**src/common/pdcs_regs.svh**
```systemverilog
`ifndef PDCS_REGS_SVH
`define PDCS_REGS_SVH

// register word indices, matched against paddr[9:2] (0xaa is not a multiple of four: printed offsets are indices)
`define PDCS_IDX_CTRL 8'ha8
`define PDCS_IDX_STAT 8'haa
`define PDCS_IDX_IRQ_STAT 8'hb8
`define PDCS_IDX_IRQ_EN 8'hb9
`define PDCS_IDX_IRQ_CLR 8'hba
`define PDCS_IDX_STRAP 8'hbb

// control field positions
`define PDCS_CTRL_COR_EN 0
`define PDCS_CTRL_NONFATAL_EN 1
`define PDCS_CTRL_FATAL_EN 2
`define PDCS_CTRL_UR_EN 3
`define PDCS_CTRL_RELAX_ORD 4
`define PDCS_CTRL_PAYLOAD_LO 5
`define PDCS_CTRL_PAYLOAD_HI 7
`define PDCS_CTRL_EXT_TAG 8
`define PDCS_CTRL_PHANTOM 9
`define PDCS_CTRL_AUX_PM 10
`define PDCS_CTRL_NO_SNOOP 11
`define PDCS_CTRL_RDREQ_LO 12
`define PDCS_CTRL_RDREQ_HI 14
`define PDCS_CTRL_FLR 15

// status field positions
`define PDCS_STAT_COR 0
`define PDCS_STAT_NONFATAL 1
`define PDCS_STAT_FATAL 2
`define PDCS_STAT_UR 3
`define PDCS_STAT_AUX_PWR 4
`define PDCS_STAT_PENDING 5
`define PDCS_STAT_W1C_MASK 16'h000f

// reset values and the largest supported payload code
`define PDCS_RST_RELAX_ORD 1'b1
`define PDCS_RST_NO_SNOOP 1'b1
`define PDCS_RST_PAYLOAD 3'h0
`define PDCS_RST_RDREQ 3'h2
`define PDCS_MAX_PAYLOAD 3'h0

`endif

```
**src/common/pdcs_pkg.sv**
```systemverilog
`default_nettype none
package pdcs_pkg;
  typedef struct packed {
    logic [31:0] paddr;
    logic psel;
    logic penable;
    logic pwrite;
    logic [31:0] pwdata;
  } pdcs_apb_req_s;

  typedef struct packed {
    logic [31:0] prdata;
    logic pready;
    logic pslverr;
  } pdcs_apb_rsp_s;

  // error events from the transaction logic, one-cycle pulses
  typedef struct packed {
    logic ur;
    logic fatal;
    logic nonfatal;
    logic cor;
  } pdcs_err_s;

  typedef struct packed {
    logic ur_report_en;
    logic fatal_report_en;
    logic nonfatal_report_en;
    logic cor_report_en;
    logic relaxed_order_en;
    logic no_snoop_en;
    logic aux_pm_en;
    logic [2:0] max_payload;
    logic [2:0] max_read_req;
  } pdcs_ctrl_s;

  typedef enum logic [1:0] {PDCS_IDLE, PDCS_ACCESS} pdcs_phase_e;
endpackage
`default_nettype wire

```
**src/logic/pdcs_sticky_flags.sv**
```systemverilog
`timescale 1ns/1ps
`default_nettype none
`include "pdcs_regs.svh"

// sticky event flags: set wins over write-one clear
module pdcs_sticky_flags (
  input wire logic pclk,
  input wire logic presetn,
  input wire logic [3:0] set_in,
  input wire logic [3:0] clr_in,
  output logic [3:0] flags
);
  always_ff @(posedge pclk or negedge presetn) begin
    if (!presetn) begin
      flags <= 4'h0;
    end else begin
      flags <= set_in | (flags & ~clr_in);
    end
  end
endmodule
`default_nettype wire

```
**src/logic/pdcs_dev_regs.sv**
```systemverilog
// Register access over APB was decided locally.
`timescale 1ns/1ps
`default_nettype none
`include "pdcs_regs.svh"

module pdcs_dev_regs
  import pdcs_pkg::*;
(
  input wire logic pclk,
  input wire logic presetn,
  input wire logic aux_power_rst_n,
  input wire pdcs_pkg::pdcs_apb_req_s apb_req,
  output pdcs_pkg::pdcs_apb_rsp_s apb_rsp,
  input wire pdcs_pkg::pdcs_err_s err_event,
  input wire logic aux_power_detect_strap,
  input wire logic np_pending,
  output pdcs_pkg::pdcs_ctrl_s ctrl,
  output pdcs_pkg::pdcs_err_s err_msg_send,
  output logic flr_start,
  output logic irq
);
  import pdcs_pkg::*;

  function automatic logic [7:0] word_index(input logic [31:0] addr);
    word_index = addr[9:2];
  endfunction

  function automatic logic is_hit(input logic [7:0] index, input logic [7:0] target);
    is_hit = index == target;
  endfunction

  // payload codes above the supported size fall back to the largest supported one
  function automatic logic [2:0] clamp_payload(input logic [2:0] code);
    clamp_payload = (code > `PDCS_MAX_PAYLOAD) ? `PDCS_MAX_PAYLOAD : code;
  endfunction

  function automatic logic [5:0] set_wins(input logic [5:0] set_bits, input logic [5:0] cur, input logic [5:0] clr);
    set_wins = set_bits | (cur & ~clr);
  endfunction

  pdcs_phase_e phase;
  logic [4:0] ctrl_lo;
  logic [2:0] ctrl_payload;
  logic [3:0] ctrl_hi;
  logic rsp_ready;
  logic rsp_err;
  logic [31:0] rsp_data;
  pdcs_ctrl_s next_ctrl;
  logic aux_pm;
  logic [3:0] err_flags;
  logic aux_det;
  logic aux_meta;
  logic aux_sync;
  logic pend_meta;
  logic pend_sync;
  logic [5:0] irq_stat;
  logic [5:0] irq_en;
  logic strap_taken;
  wire logic [15:0] ctrl_reg = {1'b0, ctrl_hi, 3'h0, ctrl_payload, ctrl_lo};

  wire logic [7:0] idx = word_index(apb_req.paddr);
  wire logic setup = apb_req.psel && !apb_req.penable && phase == PDCS_IDLE;
  wire logic commit = apb_req.psel && apb_req.penable && phase == PDCS_ACCESS;
  wire logic wr = commit && apb_req.pwrite;

  // register decode
  wire logic hit_ctrl = is_hit(idx, `PDCS_IDX_CTRL);
  wire logic hit_stat = is_hit(idx, `PDCS_IDX_STAT);
  wire logic hit_istat = is_hit(idx, `PDCS_IDX_IRQ_STAT);
  wire logic hit_ien = is_hit(idx, `PDCS_IDX_IRQ_EN);
  wire logic hit_iclr = is_hit(idx, `PDCS_IDX_IRQ_CLR);
  wire logic hit_strap = is_hit(idx, `PDCS_IDX_STRAP);
  wire logic mapped = hit_ctrl | hit_stat | hit_istat | hit_ien | hit_iclr | hit_strap;
  wire logic wr_ctrl = wr && hit_ctrl;
  wire logic [15:0] wd = apb_req.pwdata[15:0];
  wire logic [2:0] payload_wr = clamp_payload(wd[`PDCS_CTRL_PAYLOAD_HI:`PDCS_CTRL_PAYLOAD_LO]);

  wire logic stat_wr = wr && hit_stat;
  wire logic [15:0] stat_w1c_bits = wd & `PDCS_STAT_W1C_MASK;
  wire logic [3:0] stat_clr = stat_wr ? stat_w1c_bits[3:0] : 4'h0;
  wire logic [15:0] stat_word = {10'h000, pend_sync, aux_det, err_flags};
  wire logic [15:0] ctrl_word = {1'b0, ctrl_reg[14:11], aux_pm, 2'b00, ctrl_reg[7:0]};
  wire logic [5:0] ev = {pend_sync, aux_det, err_event.ur, err_event.fatal, err_event.nonfatal, err_event.cor};
  wire logic iclr_wr = wr && hit_iclr;
  wire logic ien_wr = wr && hit_ien;
  wire logic [5:0] irq_clr = iclr_wr ? wd[5:0] : 6'h00;
  wire logic [5:0] next_irq_stat = set_wins(ev, irq_stat, irq_clr);
  wire logic [5:0] irq_hot = irq_stat & irq_en;
  wire logic next_irq = |irq_hot;

  // read word of each register
  wire logic [31:0] ctrl_rd = {16'h0000, ctrl_word};
  wire logic [31:0] stat_rd = {16'h0000, stat_word};
  wire logic [31:0] istat_rd = {26'h0, irq_stat};
  wire logic [31:0] ien_rd = {26'h0, irq_en};
  wire logic [31:0] strap_rd = {31'h0, aux_det};
  wire logic [31:0] rd_mux = hit_ctrl ? ctrl_rd :
    hit_stat ? stat_rd :
    hit_istat ? istat_rd :
    hit_ien ? ien_rd :
    hit_strap ? strap_rd : 32'h0;

  wire logic rd_setup = setup && !apb_req.pwrite;
  wire logic [31:0] next_prdata = rd_setup ? rd_mux : 32'h0;
  wire logic next_pslverr = setup && !mapped;
  wire logic [3:0] next_err_msg = err_event & ctrl_reg[3:0];
  wire logic [4:0] ctrl_wr_lo = wd[4:0];
  wire logic [3:0] ctrl_wr_hi = wd[14:11];

  // registered control levels handed to the transaction logic
  assign next_ctrl.cor_report_en = ctrl_reg[`PDCS_CTRL_COR_EN];
  assign next_ctrl.nonfatal_report_en = ctrl_reg[`PDCS_CTRL_NONFATAL_EN];
  assign next_ctrl.fatal_report_en = ctrl_reg[`PDCS_CTRL_FATAL_EN];
  assign next_ctrl.ur_report_en = ctrl_reg[`PDCS_CTRL_UR_EN];
  assign next_ctrl.relaxed_order_en = ctrl_reg[`PDCS_CTRL_RELAX_ORD];
  assign next_ctrl.no_snoop_en = ctrl_reg[`PDCS_CTRL_NO_SNOOP];
  assign next_ctrl.aux_pm_en = aux_pm;
  assign next_ctrl.max_payload = ctrl_reg[`PDCS_CTRL_PAYLOAD_HI:`PDCS_CTRL_PAYLOAD_LO];
  assign next_ctrl.max_read_req = ctrl_reg[`PDCS_CTRL_RDREQ_HI:`PDCS_CTRL_RDREQ_LO];

  assign apb_rsp.prdata = rsp_data;
  assign apb_rsp.pready = rsp_ready;
  assign apb_rsp.pslverr = rsp_err;

  // bus phase tracker: zero wait states
  always_ff @(posedge pclk or negedge presetn) begin
    if (!presetn) begin
      phase <= PDCS_IDLE;
    end else begin
      phase <= setup ? PDCS_ACCESS : PDCS_IDLE;
    end
  end

  // access response: one cycle after setup
  always_ff @(posedge pclk or negedge presetn) begin
    if (!presetn) begin
      rsp_ready <= 1'b0;
    end else begin
      rsp_ready <= setup;
    end
  end

  always_ff @(posedge pclk or negedge presetn) begin
    if (!presetn) begin
      rsp_err <= 1'b0;
    end else begin
      rsp_err <= next_pslverr;
    end
  end

  always_ff @(posedge pclk or negedge presetn) begin
    if (!presetn) begin
      rsp_data <= 32'h0;
    end else begin
      rsp_data <= next_prdata;
    end
  end

  // control bits; bit 10 lives on the aux power reset only
  always_ff @(posedge pclk or negedge presetn) begin
    if (!presetn) begin
      ctrl_lo <= {`PDCS_RST_RELAX_ORD, 4'h0};
    end else if (wr_ctrl) begin
      ctrl_lo <= ctrl_wr_lo;
    end
  end

  always_ff @(posedge pclk or negedge presetn) begin
    if (!presetn) begin
      ctrl_payload <= `PDCS_RST_PAYLOAD;
    end else if (wr_ctrl) begin
      ctrl_payload <= payload_wr;
    end
  end

  always_ff @(posedge pclk or negedge presetn) begin
    if (!presetn) begin
      ctrl_hi <= {`PDCS_RST_RDREQ, `PDCS_RST_NO_SNOOP};
    end else if (wr_ctrl) begin
      ctrl_hi <= ctrl_wr_hi;
    end
  end

  always_ff @(posedge pclk or negedge aux_power_rst_n) begin
    if (!aux_power_rst_n) begin
      aux_pm <= 1'b0;
    end else if (wr_ctrl) begin
      aux_pm <= wd[`PDCS_CTRL_AUX_PM];
    end
  end

  always_ff @(posedge pclk or negedge presetn) begin
    if (!presetn) begin
      flr_start <= 1'b0;
    end else begin
      flr_start <= wr_ctrl && wd[`PDCS_CTRL_FLR];
    end
  end

  pdcs_sticky_flags u_flags (
    .pclk(pclk),
    .presetn(presetn),
    .set_in(err_event),
    .clr_in(stat_clr),
    .flags(err_flags)
  );

  // strap and pending levels pass two flops before use
  always_ff @(posedge pclk or negedge presetn) begin
    if (!presetn) begin
      aux_meta <= 1'b0;
      aux_sync <= 1'b0;
    end else begin
      aux_meta <= aux_power_detect_strap;
      aux_sync <= aux_meta;
    end
  end

  always_ff @(posedge pclk or negedge presetn) begin
    if (!presetn) begin
      pend_meta <= 1'b0;
      pend_sync <= 1'b0;
    end else begin
      pend_meta <= np_pending;
      pend_sync <= pend_meta;
    end
  end

  // aux_det loads aux_sync (still at its reset 0) on the first edge after reset, then only rises
  always_ff @(posedge pclk or negedge presetn) begin
    if (!presetn) begin
      strap_taken <= 1'b0;
    end else begin
      strap_taken <= 1'b1;
    end
  end

  always_ff @(posedge pclk or negedge presetn) begin
    if (!presetn) begin
      aux_det <= 1'b0;
    end else if (!strap_taken || aux_sync) begin
      aux_det <= aux_sync;
    end
  end

  always_ff @(posedge pclk or negedge presetn) begin
    if (!presetn) begin
      ctrl <= '0;
    end else begin
      ctrl <= next_ctrl;
    end
  end

  // error message gating
  always_ff @(posedge pclk or negedge presetn) begin
    if (!presetn) begin
      err_msg_send <= '0;
    end else begin
      err_msg_send <= next_err_msg;
    end
  end

  // interrupt status: sticky, set wins over clear
  always_ff @(posedge pclk or negedge presetn) begin
    if (!presetn) begin
      irq_stat <= 6'h00;
    end else begin
      irq_stat <= next_irq_stat;
    end
  end

  always_ff @(posedge pclk or negedge presetn) begin
    if (!presetn) begin
      irq_en <= 6'h00;
    end else if (ien_wr) begin
      irq_en <= wd[5:0];
    end
  end

  always_ff @(posedge pclk or negedge presetn) begin
    if (!presetn) begin
      irq <= 1'b0;
    end else begin
      irq <= next_irq;
    end
  end
endmodule
`default_nettype wire

```
**config.mk**
```make
export PLATFORM = sky130hd
export DESIGN_NAME = pdcs_dev_regs
export DESIGN_NICKNAME = d
export VERILOG_FILES = /design/src/common/pdcs_pkg.sv /design/src/logic/pdcs_sticky_flags.sv /design/src/logic/pdcs_dev_regs.sv
export VERILOG_INCLUDE_DIRS = /design/src /design/src/common
export SDC_FILE = /design/constraint.sdc
export NUM_CORES = 1
export LEC_CHECK = 0
export ABC_AREA = 1
export ABC_CLOCK_PERIOD_IN_PS = 1830
export BUFFER_PORTS_ARGS = -buffer_cell sky130_fd_sc_hd__buf_2
export CAP_MARGIN = 0
export CORE_ASPECT_RATIO = 0.75
export CORE_MARGIN = 2
export CORE_UTILIZATION = 51
export CTS_CLUSTER_SIZE = 30
export DETAILED_ROUTE_END_ITERATION = 8
export PLACE_DENSITY = 0.82
export SLEW_MARGIN = 20
export SYNTH_ARGS = -nofsm -noshare
export SYNTH_HDL_FRONTEND = slang
export SYNTH_HIERARCHICAL = 1
export SYNTH_SLANG_ARGS = --single-unit
```
**constraint.sdc**
```tcl
create_clock -name pclk -period 1.83 [get_ports pclk]
set_input_delay 0.183 -clock pclk [delete_from_list [all_inputs] [get_ports pclk]]
set_output_delay 0.183 -clock pclk [all_outputs]
set_load 0.01 [all_outputs]
```
==> impl_metrics.csv <==
group,metric,value,unit
outcome,status,"finished, final reports clean",
sta,setup_viol,0,
final_layout,final_util,62.2,%
setup_path,critPathSlowestCell,"nor4_4",
setup_path,worstSetupEndpointType,"flip-flop",
synth,ys_warn_count,6,
setup_path,crit_path_start,"phase[0]$_DFF_PN0_",
sta,fin_crit,1540,ps
placement,dpl.cell_count,440,
final_layout,syn2layout_area_growth,19.2,%
synth,seq_area_frac_synth,57.6,%
clock_tree,cts_tree,"built",
power,p_leak,1.99,nW
final_layout,fillCellCount,513,
sta,drv_slew,0,
synth,ys_ff_latch,69,
final_layout,layout-drive-gt1-share,33.0,%
sta,worstMarginPinSlew,594,ps
setup_path,path_class,"flip-flop to flip-flop",
global_routing,grt_pass1_vias,2045,
global_routing,grt_overflow,0,
synth,synth_top_area_share,54.9,%
synth,synth_cell_types,26,
route,detail_route.iter0.violations,93,
sta,layout_setup_ws,290,ps
setup_path,cp-start-kind,"flip-flop",
run,drv_cap,0,
setup_path,slowest_delay,600,ps
placement,globalplace.congestion,0.803,
floorplanning,io_pins,129,
setup_path,worstPathMaxFanout,7,
final_layout,antenna_cells,0,
route,drc,0,
power,powerDensity,859,mW/mm^2
synth,syn_inst,301,
floorplanning,die_area,0.00653,sq mm
setup_path,regToRegSetupSlack,290,ps
setup_path,cp.arrival,1820,ps
global_routing,grt_max_degree,43,
global_routing,grt_pass1_wl,9510,um
clock_tree,cts.htree.levels,3,
sta,slew_headroom,60.1,%
final_layout,stdcell_count,460,
clock_tree,clk_latency,350,ps
clock_tree,post_cts_resized,0,
route,dr.pass1.iters,4,
sta,max_freq,649,MHz
global_routing,antenna_found_initial,0,
route,final_antenna_net_count,0,
setup_path,critical_path_required,2110,ps
synth,synth_top_area_cell,"dfrtp_1",
clock_tree,clkTransAtPathRegs,70,ps
sta,hold_violations,0,
setup_path,crit_chain,"nor4_4, buf_4, nand2_1, nor2_1",
floorplanning,core,0.00577,sq mm
hold_path,hp-class,"primary input to flip-flop",
synth,netlist_area,0.00301,sq mm
global_routing,track_usage,19.5,%
power,ir_worst_vdd,0.550,mV
clock_tree,cts_root_buffer,"clkbuf_8",
floorplanning,die_h,70.5,um
sta,grt_setup_unrepaired,"false",
placement,io_buffers,65,
hold_path,min-delay-start,"apb_req[11]",
synth,avgSynthCellArea,9.99,sq um
clock_tree,cts_buffers,9,
synth,synth_area_leaders,"dfrtp_1 (55%), nand2_1 (6.1%), inv_1 (5.6%)",
floorplanning,rows,24,
setup_path,cp_num_buf_inv,1,
clock_tree,clock_path_buffers,2,
route,wirelength,5710,um
sta,tns,0,ps
floorplanning,fp.dieW,92.7,um
final_layout,layout.nets,453,
setup_path,cp_top_family,"simple AND/OR/NAND/NOR gates",
sta,hold_ws,35.0,ps
route,vias,2107,
route,detail_route.wl_per_cell,12.4,um
placement,dp_slack,349,ps
clock_tree,clock_sinks,69,
setup_path,r2r-start,"phase[0]$_DFF_PN0_",
route,viasPerCell,4.58,
sta,period_share,84.1,%
floorplanning,start_util,52.1,%
sta,fin_skew,4.38,ps
placement,dpl.hpwl,4170,um
## synth_stat cells (all sizes together)
library cell	number
nand2	57
inv	45
a21o	1
conb	2
nor3	4
dfrtp	66
o21ai	28
nand3	21
buf	27
o22ai	2
nor4	1
nor2	37
o21bai	5
dfstp	3
o211ai	1
o21a	1
## worst paths after layout
check	endpoint	cells past startpoint
max in group asynchronous	ctrl_hi[2]$_DFFE_PN1N_	3
max	rsp_data[13]$_DFF_PN0_	4
min reg2reg	pend_sync$_DFF_PN0_	0
max reg2reg	rsp_data[13]$_DFF_PN0_	4
min in group asynchronous	aux_pm$_DFFE_PN0N_	2
min	ctrl_hi[0]$_DFFE_PN1N_	3
## worst min-delay path, cell delays in order
cell	delay, ps
buf_2	100
inv_1	50
o21ai_2	50
## repair_timing
| action | 4_1_cts | 5_1_grt |
|---|---|---|
| hold buffers | 4 | 0 |
| setup buffers | 0 | 0 |
| endpoints found under the hold margin | 68 | 0 |
## power breakdown
group          internal [mW]  switching [mW]  leakage [nW]  total [mW]
clock                  0.801           0.558         0.112        1.36
combinational         0.0557           0.118          1.03       0.174
sequential              1.54         0.00830         0.848        1.55
## layout make-up
type | count | area [sq um] | share of cell area (%)
Multi-Input combinational cell | 178 | 960 | 26.8
Clock inverter | 6 | 86.3 | 2.41
Timing Repair Buffer | 74 | 403 | 11.2
Tap cell | 78 | 97.6 | 2.72
Inverter | 45 | 169 | 4.71
Clock buffer | 10 | 138 | 3.84
Sequential cell | 69 | 1730 | 48.3
## through the flow
stage,total power [mW],area (sq um)
after floorplan,1.68,3070
after global placement,1.74,3320
after detailed placement,1.74,3320
after CTS,3.12,3580
after global routing,3.21,3580
final,3.08,3580
## per-layer routing
layer | part of all wire [%] | routed length [um] | vias to the layer above | GRT usage, %
met1 | 42 | 2410 | 981 | 25.1
met3 | 6.9 | 392 | 11 | 6.15
li1 | - | - | 1043 | -
met5 | 0 | 0 | - | 0
met2 | 49 | 2790 | 72 | 30.4
met4 | 2.0 | 115 | 0 | 8.82
## cells by family (layout without fill, tap and decap cells)
logic type             count (synthesis)  in the layout  share of synthesized area, %
DFF                                   69             69                          57.6
buffers and inverters                 72            135                          12.8
AOI/OAI and AO/OA                     38             38                          9.20
other                                  2             20                         0.250
and+or+nand+nor                      120            120                          20.2
## cell usage in the layout (no fill, tap or decap), types with 2 or more instances in the layout
cell,instances
o21ai_2,17
bufinv_16,2
dfrtp_1,66
dfstp_2,3
o22ai_1,2
nand3_1,17
nand2_4,2
buf_2,65
buf_4,5
inv_1,45
conb_1,20
o21bai_1,5
nand3_2,3
nor2_4,5
nand2_2,6
nand2_1,49
o21ai_0,11
clkinv_2,2
nor3_1,3
dlygate4sd3_1,4
clkbuf_8,10
nor2_1,31
No activity file was read; power rests on OpenSTA's default activity.
